`config.mk`:
```
export PLATFORM = sky130hd
export DESIGN_NAME = line_unit_common_control
export DESIGN_NICKNAME = d
export VERILOG_FILES = /design/src/verilog/line_unit_pkg.sv /design/src/verilog/line_unit_common_control.sv
export SDC_FILE = /design/constraint.sdc
export NUM_CORES = 1
export LEC_CHECK = 0
export BUFFER_PORTS_ARGS = -buffer_cell sky130_fd_sc_hd__buf_2
export CAP_MARGIN = 15
export CORE_AREA = 2 2 103 115
export CTS_CLUSTER_SIZE = 16
export DETAILED_ROUTE_END_ITERATION = 10
export DIE_AREA = 0 0 105 117
export HOLD_SLACK_MARGIN = 0.06
export MAX_ROUTING_LAYER = met4
export PLACE_DENSITY = 0.81
export SETUP_SLACK_MARGIN = 0.1
export SLEW_MARGIN = 30
export SYNTH_ARGS = -nofsm -noshare
export SYNTH_HDL_FRONTEND = slang
export SYNTH_SLANG_ARGS = --single-unit
```
`constraint.sdc`:
```
create_clock -name clk_sys_i -period 3.8 [get_ports clk_sys_i]
set_clock_uncertainty 0.15 [all_clocks]
set_input_delay 0 -clock clk_sys_i [delete_from_list [all_inputs] [get_ports clk_sys_i]]
set_output_delay 0 -clock clk_sys_i [all_outputs]
set_load 0.05 [all_outputs]
```
`src/verilog/line_unit_pkg.sv`:
```
// constants for the line unit common control block: register map, field
// positions, reset values, carrier-loss limits and timing counts.
// assumes a 40 MHz system clock; all users refer to names with the package scope.
package line_unit_pkg;
    // register offsets on the host port
    localparam logic [4:0] ADDR_PRIMARY = 5'h00;
    localparam logic [4:0] ADDR_SECONDARY = 5'h01;
    localparam logic [7:0] REG_RESET = 8'h00;
    // primary register fields
    localparam int PRI_STD = 7;
    localparam int PRI_UNIPOLAR = 6;
    localparam int PRI_CL_ALT = 5;
    localparam int PRI_EC_LATCH = 4;
    localparam int PRI_JSRC = 3;
    localparam int PRI_TX_FROM_J = 2;
    localparam int PRI_TX_FROM_RX = 1;
    localparam int PRI_FAILOVER = 0;
    // secondary register fields
    localparam int SEC_ALARM_SEL = 7;
    localparam int SEC_CUSTOM = 4;
    localparam int SEC_RX_SUB_DIS = 3;
    localparam int SEC_TX_SUB_DIS = 2;
    localparam int SEC_TX_EDGE = 1;
    localparam int SEC_RX_EDGE = 0;
    // unassigned bit 6 is stored as zero and reads as zero
    localparam logic [7:0] SEC_WMASK = 8'hBF;
    // synchroniser lanes
    localparam int SY_MCLK = 0;
    localparam int SY_TXC = 1;
    localparam int SY_RXC = 2;
    localparam int SY_TXP = 3;
    localparam int SY_TXN = 4;
    localparam int SY_RXP = 5;
    localparam int SY_RXN = 6;
    localparam int SY_SUBP = 7;
    localparam int SY_EDGEP = 8;
    localparam int SY_W = 9;
    // consecutive-zero limits for carrier loss
    localparam logic [11:0] CL_E1 = 12'h0FF;
    localparam logic [11:0] CL_T1 = 12'h0C0;
    localparam logic [11:0] CL_ALT_E1 = 12'h800;
    localparam logic [11:0] CL_ALT_T1 = 12'h608;
    localparam logic [11:0] CL_SAT = 12'hFFF;
    // zero-substitution run lengths (HDB3 / B8ZS)
    localparam logic [3:0] RUN_E1 = 4'h4;
    localparam logic [3:0] RUN_T1 = 4'h8;
    // internal PLL phase step: 1.544/2.048 of a 256 wheel
    localparam logic [8:0] PLL_STEP_T1 = 9'h0C1;
    localparam logic [8:0] PLL_STEP_E1 = 9'h100;
    // transmit clock loss time
    localparam int CLK_PERIOD_NS = 25;
    localparam int TXCLK_LOSS_NS = 5000;
    localparam logic [8:0] TXCLK_LOSS_CYC =
        9'((TXCLK_LOSS_NS + CLK_PERIOD_NS - 1) / CLK_PERIOD_NS);
    localparam logic [1:0] RX_ZRUN_MIN = 2'h2;
endpackage : line_unit_pkg

```
`src/verilog/line_unit_common_control.sv`:
```
// line unit common control: two control registers and the clock, carrier-loss,
// error latch, alarm, driver, substitution and edge-select datapath they steer.
// assumes host port strobes on clk_sys_i; line clocks and data pins are async.
// Functional notes
// - normal criteria: 255 E1, 192 T1 zeros
// - alternate criteria: 2048 E1, 1544 T1 zeros
// - latch strobe rise copies, clears counters next cycle
// - jitter clock from master clock or PLL
// - recovered clock may act as transmit clock
// - failover to jitter clock when tx clock stops
// - alarm pin: carrier loss or 5us tx idle
// - custom driver: square wave or open drain
// - transmit data sampled on selected clock edge
// - receive data updated on selected clock edge
// - hardware mode: one pin drives both substitution disables
// - hardware mode: one pin drives both edge selects
`timescale 1ns/1ps
module line_unit_common_control (
    // clock and reset
    input wire logic clk_sys_i,
    input wire logic nrst_i,
    // host register port
    input wire logic [4:0] addr_i,
    input wire logic [7:0] wdata_i,
    input wire logic wr_i,
    input wire logic rd_i,
    output logic [7:0] rdata_o,
    // straps and hardware-mode pins
    input wire logic hw_mode_i,
    input wire logic substitution_control_pin_i,
    input wire logic edge_select_pin_i,
    input wire logic build_out_select_hi_i,
    input wire logic build_out_select_mid_i,
    input wire logic build_out_select_lo_i,
    // line clocks
    input wire logic master_clock_i,
    input wire logic tx_clock_in_i,
    input wire logic rx_clock_i,
    // transmit side
    input wire logic tx_pos_data_i,
    input wire logic tx_neg_data_i,
    output logic line_tx_tip_o,
    output logic line_tx_tip_oe_o,
    output logic line_tx_ring_o,
    output logic line_tx_ring_oe_o,
    // receive side
    input wire logic line_rx_pos_i,
    input wire logic line_rx_neg_i,
    output logic rx_pos_data_o,
    output logic rx_neg_data_o,
    // status
    output logic carrier_loss_o,
    output logic dual_alarm_o,
    output logic jitter_attenuator_clock_o,
    output logic [15:0] error_count_o
);
    typedef struct packed {
        logic [line_unit_pkg::SY_W-1:0] s1;
        logic [line_unit_pkg::SY_W-1:0] s2;
        logic [line_unit_pkg::SY_W-1:0] s3;
        logic [7:0] pri;
        logic [7:0] sec;
        logic latch_prev;
        logic [7:0] pll_acc;
        logic jtick;
        logic [8:0] idle_cnt;
        logic tx_lost;
        logic tx_last_pol;
        logic [3:0] tx_zrun;
        logic tx_bit;
        logic sq;
        logic tip;
        logic ring;
        logic tip_oe;
        logic ring_oe;
        logic od_mode;
        logic rx_last_pol;
        logic [1:0] rx_zrun;
        logic [11:0] zero_cnt;
        logic cl;
        logic pend_p;
        logic pend_n;
        logic rx_p;
        logic rx_n;
        logic [15:0] err_cnt;
        logic [15:0] err_hold;
        logic alarm;
        logic [7:0] rdata;
    } state_s;

    state_s st_r;
    state_s st_nxt;

    logic [line_unit_pkg::SY_W-1:0] rise;
    logic [line_unit_pkg::SY_W-1:0] fall;
    logic t1;
    logic rx_sub_dis;
    logic tx_sub_dis;
    logic tx_edge_rise;
    logic rx_upd_fall;
    logic use_rx;
    logic use_j;
    logic tx_sample;
    logic rx_update;
    logic latch;
    logic [11:0] zero_limit;
    logic [3:0] run_len;
    logic [8:0] pll_sum;
    logic tx_data;
    logic rx_mark;
    logic rx_viol;
    logic rx_keep;
    logic bo_zero;

    assign rise = st_r.s2 & ~st_r.s3;
    assign fall = ~st_r.s2 & st_r.s3;
    assign t1 = st_r.pri[line_unit_pkg::PRI_STD];
    assign rx_sub_dis = hw_mode_i ? st_r.s2[line_unit_pkg::SY_SUBP]
                                  : st_r.sec[line_unit_pkg::SEC_RX_SUB_DIS];
    assign tx_sub_dis = hw_mode_i ? st_r.s2[line_unit_pkg::SY_SUBP]
                                  : st_r.sec[line_unit_pkg::SEC_TX_SUB_DIS];
    assign tx_edge_rise = hw_mode_i ? st_r.s2[line_unit_pkg::SY_EDGEP]
                                    : st_r.sec[line_unit_pkg::SEC_TX_EDGE];
    assign rx_upd_fall = hw_mode_i ? st_r.s2[line_unit_pkg::SY_EDGEP]
                                   : st_r.sec[line_unit_pkg::SEC_RX_EDGE];
    // transmit clock choice: recovered clock first, then jitter clock
    assign use_rx = st_r.pri[line_unit_pkg::PRI_TX_FROM_RX];
    assign use_j = !use_rx && (st_r.pri[line_unit_pkg::PRI_TX_FROM_J]
                   || (st_r.pri[line_unit_pkg::PRI_FAILOVER] && st_r.tx_lost));
    assign tx_sample = use_rx ? (tx_edge_rise ? rise[line_unit_pkg::SY_RXC]
                                              : fall[line_unit_pkg::SY_RXC])
                     : use_j ? st_r.jtick
                     : (tx_edge_rise ? rise[line_unit_pkg::SY_TXC]
                                     : fall[line_unit_pkg::SY_TXC]);
    assign rx_update = rx_upd_fall ? fall[line_unit_pkg::SY_RXC]
                                   : rise[line_unit_pkg::SY_RXC];
    assign latch = st_r.pri[line_unit_pkg::PRI_EC_LATCH] & ~st_r.latch_prev;
    assign zero_limit = st_r.pri[line_unit_pkg::PRI_CL_ALT]
        ? (t1 ? line_unit_pkg::CL_ALT_T1 : line_unit_pkg::CL_ALT_E1)
        : (t1 ? line_unit_pkg::CL_T1 : line_unit_pkg::CL_E1);
    assign run_len = t1 ? line_unit_pkg::RUN_T1 : line_unit_pkg::RUN_E1;
    assign pll_sum = {1'b0, st_r.pll_acc}
        + (t1 ? line_unit_pkg::PLL_STEP_T1 : line_unit_pkg::PLL_STEP_E1);
    assign tx_data = st_r.pri[line_unit_pkg::PRI_UNIPOLAR] ? st_r.s2[line_unit_pkg::SY_TXP]
        : (st_r.s2[line_unit_pkg::SY_TXP] | st_r.s2[line_unit_pkg::SY_TXN]);
    assign rx_mark = st_r.s2[line_unit_pkg::SY_RXP] | st_r.s2[line_unit_pkg::SY_RXN];
    assign rx_viol = rx_mark && (st_r.s2[line_unit_pkg::SY_RXP] == st_r.rx_last_pol);
    assign rx_keep = !(rx_viol && !rx_sub_dis);
    assign bo_zero = !(build_out_select_hi_i | build_out_select_mid_i | build_out_select_lo_i);

    always_comb begin
        st_nxt = st_r;
        st_nxt.s1 = {edge_select_pin_i, substitution_control_pin_i, line_rx_neg_i,
                     line_rx_pos_i, tx_neg_data_i, tx_pos_data_i, rx_clock_i,
                     tx_clock_in_i, master_clock_i};
        st_nxt.s2 = st_r.s1;
        st_nxt.s3 = st_r.s2;
        st_nxt.jtick = 1'b0;
        // host port
        if (wr_i && addr_i == line_unit_pkg::ADDR_PRIMARY) begin
            st_nxt.pri = wdata_i;
        end else if (wr_i && addr_i == line_unit_pkg::ADDR_SECONDARY) begin
            st_nxt.sec = wdata_i & line_unit_pkg::SEC_WMASK;
        end
        if (rd_i) begin
            if (addr_i == line_unit_pkg::ADDR_PRIMARY) begin
                st_nxt.rdata = st_r.pri;
            end else if (addr_i == line_unit_pkg::ADDR_SECONDARY) begin
                st_nxt.rdata = st_r.sec;
            end else begin
                st_nxt.rdata = 8'h00;
            end
        end
        // jitter attenuator clock
        if (rise[line_unit_pkg::SY_MCLK]) begin
            if (!st_r.pri[line_unit_pkg::PRI_JSRC]) begin
                st_nxt.jtick = 1'b1;
            end else begin
                st_nxt.pll_acc = pll_sum[7:0];
                st_nxt.jtick = pll_sum[8];
            end
        end
        // transmit clock activity watch
        if (rise[line_unit_pkg::SY_TXC] | fall[line_unit_pkg::SY_TXC]) begin
            st_nxt.idle_cnt = 9'h000;
        end else if (st_r.idle_cnt < line_unit_pkg::TXCLK_LOSS_CYC) begin
            st_nxt.idle_cnt = st_r.idle_cnt + 9'h001;
        end
        st_nxt.tx_lost = st_r.idle_cnt >= line_unit_pkg::TXCLK_LOSS_CYC;
        // transmit encoder and driver
        if (tx_sample) begin
            st_nxt.tx_bit = tx_data;
            st_nxt.sq = ~st_r.sq;
            st_nxt.tip = 1'b0;
            st_nxt.ring = 1'b0;
            if (tx_data) begin
                st_nxt.tx_last_pol = ~st_r.tx_last_pol;
                st_nxt.tip = ~st_r.tx_last_pol;
                st_nxt.ring = st_r.tx_last_pol;
                st_nxt.tx_zrun = 4'h0;
            end else if (!tx_sub_dis && st_r.tx_zrun == run_len - 4'h1) begin
                // violation repeats the polarity of the last mark
                st_nxt.tip = st_r.tx_last_pol;
                st_nxt.ring = ~st_r.tx_last_pol;
                st_nxt.tx_zrun = 4'h0;
            end else if (st_r.tx_zrun != 4'hF) begin
                st_nxt.tx_zrun = st_r.tx_zrun + 4'h1;
            end
            st_nxt.od_mode = st_r.sec[line_unit_pkg::SEC_CUSTOM] && !bo_zero;
            st_nxt.tip_oe = 1'b1;
            st_nxt.ring_oe = 1'b1;
            if (st_r.sec[line_unit_pkg::SEC_CUSTOM] && bo_zero) begin
                st_nxt.tip = ~st_r.sq;
                st_nxt.ring = st_r.sq;
            end else if (st_r.sec[line_unit_pkg::SEC_CUSTOM]) begin
                st_nxt.tip_oe = st_nxt.tip;
                st_nxt.ring_oe = st_nxt.ring;
            end
        end
        // receive decoder, zero counting and errors
        if (rise[line_unit_pkg::SY_RXC]) begin
            if (rx_mark) begin
                st_nxt.rx_last_pol = st_r.s2[line_unit_pkg::SY_RXP];
                st_nxt.rx_zrun = 2'h0;
                st_nxt.zero_cnt = 12'h000;
                if (st_r.pri[line_unit_pkg::PRI_UNIPOLAR]) begin
                    st_nxt.pend_p = rx_keep;
                    st_nxt.pend_n = 1'b0;
                end else begin
                    st_nxt.pend_p = rx_keep & st_r.s2[line_unit_pkg::SY_RXP];
                    st_nxt.pend_n = rx_keep & ~st_r.s2[line_unit_pkg::SY_RXP];
                end
                if (rx_viol && (rx_sub_dis || st_r.rx_zrun < line_unit_pkg::RX_ZRUN_MIN)
                    && st_r.err_cnt != 16'hFFFF) begin
                    st_nxt.err_cnt = st_r.err_cnt + 16'h0001;
                end
            end else begin
                st_nxt.pend_p = 1'b0;
                st_nxt.pend_n = 1'b0;
                if (st_r.rx_zrun != 2'h3) begin
                    st_nxt.rx_zrun = st_r.rx_zrun + 2'h1;
                end
                if (st_r.zero_cnt != line_unit_pkg::CL_SAT) begin
                    st_nxt.zero_cnt = st_r.zero_cnt + 12'h001;
                end
            end
        end
        if (rx_update) begin
            st_nxt.rx_p = st_r.pend_p;
            st_nxt.rx_n = st_r.pend_n;
        end
        st_nxt.cl = st_r.zero_cnt >= zero_limit;
        st_nxt.alarm = (!hw_mode_i && st_r.sec[line_unit_pkg::SEC_ALARM_SEL])
                       ? st_r.tx_lost : st_r.cl;
        // error count latch takes the cycle after the strobe rises
        st_nxt.latch_prev = st_r.pri[line_unit_pkg::PRI_EC_LATCH];
        if (latch) begin
            st_nxt.err_hold = st_r.err_cnt;
            st_nxt.err_cnt = 16'h0000;
        end
    end

    always_ff @(posedge clk_sys_i or negedge nrst_i) begin
        if (!nrst_i) begin
            st_r <= '0;
        end else begin
            st_r <= st_nxt;
        end
    end

    assign rdata_o = st_r.rdata;
    assign line_tx_tip_o = st_r.tip;
    assign line_tx_tip_oe_o = st_r.tip_oe;
    assign line_tx_ring_o = st_r.ring;
    assign line_tx_ring_oe_o = st_r.ring_oe;
    assign rx_pos_data_o = st_r.rx_p;
    assign rx_neg_data_o = st_r.rx_n;
    assign carrier_loss_o = st_r.cl;
    assign dual_alarm_o = st_r.alarm;
    assign jitter_attenuator_clock_o = st_r.jtick;
    assign error_count_o = st_r.err_hold;
endmodule : line_unit_common_control

```
## Yosys cells after proc, flatten, opt, wreduce, memory -nomap -nowiden

Cells that the tools add are included.

- Bits in registers: 127
- Bits of input ports: 30
- Output and inout port bits: 33
- Logic and storage cells: 138

- Add/sub/neg operators: 7
- $lt $le $gt $ge: 4
- Eq/ne operators: 7
- Mux-type cells: 39
- Bitwise operators: 17
- Reductions and logical operators: 35

Operators with widths:

| operator | count |
|---|---|
| $mux W16 | 3 |
| $mux W12 | 3 |
| $mux W32 | 1 |
| $mux W9 | 3 |
| $add A16 B1 Y16 const B | 1 |
| $mux W2 | 8 |
| $mux W4 | 4 |
| $mux W8 | 2 |
| $ne A16 B16 Y1 const B | 1 |
| $mux W14 | 1 |
| $reduce_and A2 Y1 | 7 |
| $mux W1 | 13 |
| $add A12 B1 Y12 const B | 1 |
| $ge A12 B12 Y1 | 1 |
| $ne A12 B12 Y1 const B | 1 |
| $reduce_bool A2 Y1 | 6 |
| $logic_and A1 B1 Y1 | 11 |
| $add A8 B9 Y9 | 1 |
| $add A9 B1 Y9 const B | 1 |
| $ge A9 B8 Y1 const B | 1 |
| $lt A9 B8 Y1 const B | 1 |
| $and A3 B3 Y3 | 2 |
| $logic_not A1 Y1 | 6 |
| $mux W6 | 1 |
| 17 further kinds | 29 |

## Depth between registers and ports, before layout

Gate-level depths: netlist of the first run.

- Depth after elaboration: 8
- Mapped depth: 9
- Mapped depth without buffers: 9

## Least setup slack after synthesis of the first run

No wires, ideal clock.

- Path type: register -> register
- Start point: register st_r, in the netlist st_nxt[114]
- End point: register st_r[39] (netlist name)
- Arrival: 2.036 ns
- Data required time: 3.530 ns
- Setup slack: 1.494 ns
- Stages on the path, launching flop included: 7
- Period minus slack after synthesis: 2.306 ns
- Path through: dfrtp_1 buf_4 or3b_4 a221o_1 a211oi_4 a31oi_1 a41o_1

- Longest elaborated chain between the ends: 6
- Elaborated cells between the ends (all ways): 8

RTL lines:

| item | line | source |
|---|---|---|
| from (decl) | line_unit_common_control.sv:91 | `state_s st_r;` |
| from (signal assigned) | line_unit_common_control.sv:267 | `st_r <= st_nxt;` |
| $or A1 B1 Y1 or $eq A1 B1 Y1 (tied branches) | line_unit_common_control.sv:146, line_unit_common_control.sv:147 |  |
| $logic_and A1 B1 Y1 | line_unit_common_control.sv:147 | `assign rx_viol = rx_mark && (st_r.s2[line_unit_pkg::SY_RXP] == st_r.rx_last_pol);` |
| $logic_and A1 B1 Y1 | line_unit_common_control.sv:233 | `if (rx_viol && (rx_sub_dis \|\| st_r.rx_zrun < line_unit_pkg::RX_ZRUN_MIN)` |
| $logic_and A1 B1 Y1 | line_unit_common_control.sv:234 | `&& st_r.err_cnt != 16'hFFFF) begin` |
| $reduce_bool A2 Y1 (no line) | n/a |  |
| $reduce_and A3 Y1 (no line) (*) | n/a |  |

Every way passes the cells marked *; elsewhere a longest branch is shown, timed or not.
A chain may end at the register's enable or synchronous reset.

## Worst setup path in the final report of the first run

- Start point: input addr_i[4]
- End point: register st_r, in the netlist rdata_o[7]

- Longest elaborated chain between the ends: 3
- Elaborated cells between the ends (all ways): 4

RTL lines:

| item | line | source |
|---|---|---|
| from (decl) | line_unit_common_control.sv:23 | `input wire logic [4:0] addr_i,` |
| $eq A5 B1 Y1 | line_unit_common_control.sv:168 | `end else if (addr_i == line_unit_pkg::ADDR_SECONDARY) begin` |
| $mux W8 | line_unit_common_control.sv:168 |  |
| $mux W8 (*) | line_unit_common_control.sv:166 | `if (addr_i == line_unit_pkg::ADDR_PRIMARY) begin` |

Marks and branches as above.

==> summary.txt, run 1 <==
status: complete, no violations
Min Clock Period, post-route: 2.81 ns
CTS root buffer: clkbuf_16
Die Span X: 105 um
H-tree levels: 4
vias in the first global route: 4694
Hold WC Path Type: input pin to flop
Reg clk slew, reported paths: 0.06 ns
worst-path fanout max: 8
ratio of cells with drive above 1 in the final layout: 0.199
Die Y: 117 um
DRT iter0 DRCs: 396
post-synth top area cell: dfrtp_1
FF+latch count, synth: 127
Routed wire per std cell: 16.7 um
filler instances: 831
Rows: 41
IO buf count: 62
grt ovf: 0
TritonCTS clock tree: done
Post-synth ARST share: 1.00
setup tns final: 0 ns
final hold vios: 0
clk buf depth: 2
MaxCap Viol Count: 0
worst slew pin tran: 0.899 ns
first-pass GRT wire length: 22700 um
antenna violations before repair: 0
count of unique library cells instantiated by Yosys: 60
unrepaired setup endpoints after global routing: false
Num CTS Buffers: 17
post-CTS sizing: 0
Via Count: 4641
Initial Util: 0.553
flip-flop and latch area: 3180 sq um
syn avg cell area: 10.5 sq um
Final ANT Viol Nets: 0
final-report max-slew violation count: 0
synthesized instance count: 587
Routed WL: 13800 um
Seq/Total Area, Yosys: 0.514
Total Routing Usage GR: 0.243
number of flops mapped to enable cells by yosys: 0
largest net degree at the start of global routing: 42
Clk Latency, worst-skew pair: 0.42 ns
Residual DRC: 0
vias per inst: 5.64
synth-to-layout area growth: 19.5%
fin nets: 715
Setup crit start kind: input pin
# IOs: 63
clk sinks: 127
Multi-input gate area: 2640 sq um
Synth top area share: 0.514
DPL Wire Length: 8960 um
Syn Nets: 642
CP Capture Type: flop
cell area after synthesis: 6190 sq um
Tot Pwr: 4100 uW
top post-synthesis cells by area: dfrtp_1, ha_1, nand2_1, mux2_2, buf_4
Hold Worst Slack: 0.0687 ns
leakage power: 0.00356 uW
Final setup viols: 0
RePlAce Congestion: 0.852
Synth Flop Type: dfrtp_1
WP data required: 4.01 ns
die area: 12300 sq um
Rel. slew slack: 0.400
n_diodes: 0
post-CTS setup buffers: 0
Peak VDD IR: 0.344 mV
core area: 11200 sq um
Tcrit/Tclk final: 0.739
Synth warnings: 0
crit path DAT: 3.01 ns
Crit Path Category: input pin to flop
drt pass-1 iters: 5
maximum clock frequency: 0.356 GHz
PwrDens: 554 nW/um^2
## placed cells by master (no fill, tap or decap), types with 3 or more instances in the layout
cell / instances
clkbuf_16: 17
nand2_1: 80
dfrtp_1: 127
nand3_1: 25
clkinvlp_4: 4
buf_4: 3
dlygate4sd3_1: 29
nor2b_1: 9
o211ai_1: 3
inv_1: 28
o21ai_0: 24
xor2_1: 14
xnor2_1: 13
a21oi_1: 15
and2_1: 10
or4_1: 4
nand2b_1: 8
nor2_1: 36
nand4_1: 9
mux2i_1: 5
nand3b_1: 6
a21o_1: 6
bufinv_16: 4
a31oi_1: 10
mux2_2: 25
ha_1: 25
a41o_1: 6
buf_2: 61
o31ai_1: 3
and3_1: 8
a211oi_1: 5
## path summary, 6_finish.rpt
path	start	to	slack [ns]	cells after the start
min in group asynchronous	nrst_i	st_r[31]$_DFFE_PN0P_	0.54	4
hold / removal	line_rx_neg_i	st_nxt[124]$_DFF_PN0_	0.07	2
setup / recovery	addr_i[4]	rdata_o[7]$_DFFE_PN0P_	0.99	8
max in group asynchronous	nrst_i	st_r[79]$_DFFE_PN0P_	2.68	4
hold reg to reg	st_nxt[126]$_DFF_PN0_	st_nxt[117]$_DFF_PN0_	0.20	0
setup reg to reg	st_nxt[114]$_DFF_PN0_	st_r[31]$_DFFE_PN0P_	1.29	5
## sequential cells by signal, indices dropped and copies added, names as in the netlist
name	cells
carrier_loss_o	1
dual_alarm_o	1
error_count_o	16
jitter_attenuator_clock_o	1
line_tx_ring_o	1
line_tx_ring_oe_o	1
line_tx_tip_o	1
line_tx_tip_oe_o	1
rdata_o	8
rx_neg_data_o	1
rx_pos_data_o	1
st_nxt	19
st_r	75
## worst max-delay path, stage by stage
cell and delay [ns]:
dlygate4sd3_1 0.53, buf_2 0.12, nor4_2 0.28, dlygate4sd3_1 0.79, nand3_1 0.10, dlygate4sd3_1 0.56
o21ai_0 0.07, dlygate4sd3_1 0.56
## final cells by class
cell class	count	share of cell area
multi-input combinational	391	0.357
inverter	28	0.0142
timing repair buffer	95	0.0890
tap	150	0.0254
clock buffer	19	0.0599
sequential	127	0.430
clock inverter	13	0.0252
## cell usage after synthesis (13+ instances only)
| master | n |
|---|---|
| mux2_2 | 25 |
| nand3_1 | 25 |
| a21oi_1 | 15 |
| o21ai_0 | 24 |
| xor2_1 | 14 |
| ha_1 | 25 |
| buf_4 | 26 |
| nor2_1 | 36 |
| inv_1 | 28 |
| nand2_1 | 80 |
| dfrtp_1 | 127 |
| xnor2_1 | 13 |
## per-stage QoR
| stage | cells | utilization | setup WS [ns] | area, sq um |
|---|---|---|---|---|
| after floorplan | 587 | - | 1.49 | 6190 |
| after global placement | 760 | 0.575 | 1.40 | 6430 |
| after detailed placement | 761 | 0.577 | 1.34 | 6460 |
| after CTS | 823 | 0.661 | 1.03 | 7400 |
| after global routing | 823 | 0.661 | 0.823 | 7400 |
| final | 823 | 0.661 | 0.991 | 7400 |
## layer usage
layer	wire (um)	vias up	part of all wire	global-route usage
met5	0	-	0	-
met4	275	0	0.020	0.0827
met3	683	25	0.050	0.0543
met2	7050	167	0.51	0.422
met1	5760	2277	0.42	0.282
li1	-	2172	-	-
## power by group
| group | leakage, uW | internal (uW) | switching (uW) | total [uW] |
|---|---|---|---|---|
| clock network | 0.000296 | 1120 | 618 | 1730 |
| logic | 0.00160 | 264 | 457 | 721 |
| registers | 0.00167 | 1500 | 138 | 1640 |
| total | 0.00356 | 2880 | 1210 | 4100 |
## timing repair
action	CTS	global route
endpoints found under the hold margin	162	0
setup endpoints to repair	0	0
hold buffers	30	0
## logic make-up (layout without fill, tap and decap cells)
group / count (synthesis) / in the layout / share of synthesized area
adders and majority gates: 25 / 25 / 0.0505
xor gates and xnor gates: 27 / 27 / 0.0382
DFF: 127 / 127 / 0.514
muxes: 30 / 30 / 0.0536
buffers and inverters: 69 / 155 / 0.0615
and+or+nand+nor: 212 / 212 / 0.170
AOI/OAI and AO/OA: 97 / 97 / 0.113
Power figures use the tool's default switching activity.
==> inputs of run 2 (changes only) <==
--- a/config.mk
+++ b/config.mk
@@ -7,13 +7,13 @@
 export LEC_CHECK = 0
 export BUFFER_PORTS_ARGS = -buffer_cell sky130_fd_sc_hd__buf_2
 export CAP_MARGIN = 15
-export CORE_AREA = 2 2 103 115
+export CORE_AREA = 2 2 107 119
 export CTS_CLUSTER_SIZE = 16
 export DETAILED_ROUTE_END_ITERATION = 10
-export DIE_AREA = 0 0 105 117
+export DIE_AREA = 0 0 109 121
 export HOLD_SLACK_MARGIN = 0.06
 export MAX_ROUTING_LAYER = met4
-export PLACE_DENSITY = 0.81
+export PLACE_DENSITY = 0.79
 export SETUP_SLACK_MARGIN = 0.1
 export SLEW_MARGIN = 30
 export SYNTH_ARGS = -nofsm -noshare
==> constraint.sdc (replaced) <==
create_clock -name clk_sys_i -period 2.4 [get_ports clk_sys_i]
set_clock_uncertainty 0.15 [all_clocks]
set_input_delay 0 -clock clk_sys_i [delete_from_list [all_inputs] [get_ports clk_sys_i]]
set_output_delay 0 -clock clk_sys_i [all_outputs]
set_load 0.05 [all_outputs]
==> run 2 against run 1 <==
Compared with the run above:
- non-clock buffer count grew 17
- critical path depth decreased by 1
- first-iteration DRC count shrank 10%
- largest power group is now registers
- worst setup slack got worse by 0.83 ns
- highest routed layer unchanged
==> summary.txt, run 2 (synthesis results as in run 1) <==
vias per inst: 5.58 (-0.98%)
unrepaired setup endpoints after global routing: false
# IOs: 63 (unchanged)
Rows: 42 (+2.4%)
setup tns final: 0 ns (unchanged)
Largest register FFs: 75 (unchanged)
DPL Wire Length: 9250 um (+3.3%)
Crit Path Category: input pin to flop
WP data required: 2.55 ns (-1.46 ns)
Min Clock Period, post-route: 2.23 ns
Multi-input gate area: 2660 sq um (+0.66%)
R2R setup slack: 0.17 ns (-1.12 ns)
Reg clk slew, reported paths: 0.05 ns (about the same)
H-tree levels: 4 (unchanged)
Clk Latency, worst-skew pair: 0.42 ns (about the same)
share of total power in sequential cells: 0.420 (+0.019)
antenna violations before repair: 0 (unchanged)
die area: 13200 sq um (+7.4%)
Die Span X: 109 um (+3.8%)
Total Routing Usage GR: 0.230 (-0.0133)
Switching Fraction: 0.297 (+0.000464)
Final ANT Viol Nets: 0 (unchanged)
flip-flop and latch area: 3180 sq um (about the same)
commonest non-fill, non-tap cell in the layout: dfrtp_1
Placed Area: 6540 sq um (+1.2%)
TritonCTS clock tree: done
PwrDens: 825 nW/um^2 (+49%)
maximum clock frequency: 0.448 GHz
MaxCap Viol Count: 0 (unchanged)
RePlAce Congestion: 0.851 (-0.15%)
Cells after DPL: 774 (+1.7%)
Rel. slew slack: 0.549 (+0.149)
Clk pwr share: 0.391 (-0.032)
clk buf depth: 2 (unchanged)
drt pass-1 iters: 4 (-1)
grt ovf: 0 (unchanged)
IO buf count: 62 (unchanged)
Final setup viols: 0 (unchanged)
Tot Pwr: 6180 uW (+51%)
NetSw: 1830 uW (+51%)
leakage power: 0.00362 uW (+1.5%)
final-report max-slew violation count: 0 (unchanged)
CP Capture Type: flop
CTS root buffer: clkbuf_16
core area: 11900 sq um (+6.7%)
Internal: 4350 uW (+51%)
filler instances: 899 (+8.2%)
fin nets: 732 (+2.4%)
fin area: 7490 sq um (+1.3%)
first-pass GRT wire length: 22600 um (-0.33%)
Routed wire per std cell: 16.3 um (-2.7%)
crit path DAT: 2.38 ns (-0.63 ns)
Residual DRC: 0 (unchanged)
worst slew pin tran: 0.673 ns (-0.227 ns)
Reg with most FFs: st_r
ratio of cells with drive above 1 in the final layout: 0.216 (+0.0171)
Routed WL: 13700 um (-0.34%)
synth-to-layout area growth: 21.0%
Num CTS Buffers: 17 (unchanged)
status: complete, no violations
Die Y: 121 um (+3.4%)
Setup crit start kind: input pin
Hold WC Path Type: input pin to flop
Initial Util: 0.519 (-0.0346)
vias in the first global route: 4751 (+1.2%)
n_diodes: 0 (unchanged)
Final Non-Filler Cells: 843 (+2.4%)
largest net degree at the start of global routing: 55 (+31%)
worst-path fanout max: 8 (unchanged)
final hold vios: 0 (unchanged)
most frequent cells in the layout: dfrtp_1, nand2_1, buf_2
clk sinks: 127 (unchanged)
Gate power share: 0.189 (+0.013)
DRT iter0 DRCs: 356 (-10%)
Via Count: 4707 (+1.4%)
Peak VDD IR: 0.537 mV (+56%)
Tcrit/Tclk final: 0.931
## run 2: cell types whose count changed in the layout (fill, tap and decap cells not counted), moves of 3 or more
| cell | change |
|---|---|
| buf_4 | +14 |
| clkbuf_1 | +4 |
| bufinv_16 | -3 |
| clkbuf_8 | +3 |
## run 2: path summary, 6_finish.rpt
| check | startpoint | endpoint | cells after the start |
|---|---|---|---|
| min | line_rx_pos_i | st_nxt[123]$_DFF_PN0_ | 2 |
| min in group asynchronous | nrst_i | line_tx_tip_o$_DFFE_PN0P_ | 4 |
| max reg2reg | st_r[97]$_DFFE_PN0P_ | line_tx_tip_o$_DFFE_PN0P_ | 4 |
| max | addr_i[4] | st_r[104]$_DFFE_PN0P_ | 7 |
| min reg2reg | st_nxt[121]$_DFF_PN0_ | st_nxt[112]$_DFF_PN0_ | 0 |
| max in group asynchronous | nrst_i | st_r[108]$_DFFE_PN0P_ | 4 |
## run 2: metal layers
metal / vias up / global-route usage / routed length [um]
li1: 2212 / - / -
met1: 2301 / 0.281 / 5810
met5: - / - / 0
met2: 152 / 0.353 / 6830
met4: 0 / 0.120 / 446
met3: 42 / 0.0537 / 642
## run 2: what timing repair did
item,4_1_cts,5_1_grt
buffers inserted,2,4
hold endpoints to repair,162,0
gates cloned,0,0
pin swaps,1,3
hold buffers,32,0
setup endpoints to repair,5,22
gates resized for setup,1,6
## run 2: final cells by class
class / count / area share
multi-input combinational: 391 / 0.354
clock inverter: 5 / 0.00735
clock buffer: 26 / 0.0666
timing repair buffer: 112 / 0.107
sequential: 127 / 0.425
inverter: 28 / 0.0140
tap: 154 / 0.0257
## run 2: stage by stage
| step | hold slack (ns) | utilization | setup WS (ns) |
|---|---|---|---|
| floorplan | -0.446 | - | 0.149 |
| global placement | -0.145 | 0.548 | 0.160 |
| detailed placement | -0.140 | 0.548 | 0.0837 |
| CTS | 0.0627 | 0.623 | 0.120 |
| global route | 0.0748 | 0.628 | 0.0671 |
| finish | 0.0770 | 0.628 | 0.166 |
## run 2: power by group through the flow
stage          registers [uW]  logic (uW)  clock network [uW]
2_1_floorplan            2710         724                   0
3_3_place_gp             2600        1060                   0
3_5_place_dp             2620        1110                   0
4_1_cts                  2590        1150                2440
5_1_grt                  2620        1290                2540
6_report                 2590        1170                2420
## run 2: worst max-delay path, stage by stage
cell and delay (ns):
dlygate4sd3_1 0.53, buf_2 0.13, nor4_4 0.21, dlygate4sd3_1 0.65
nor2b_1 0.18, nand2_1 0.29, mux2_2 0.38
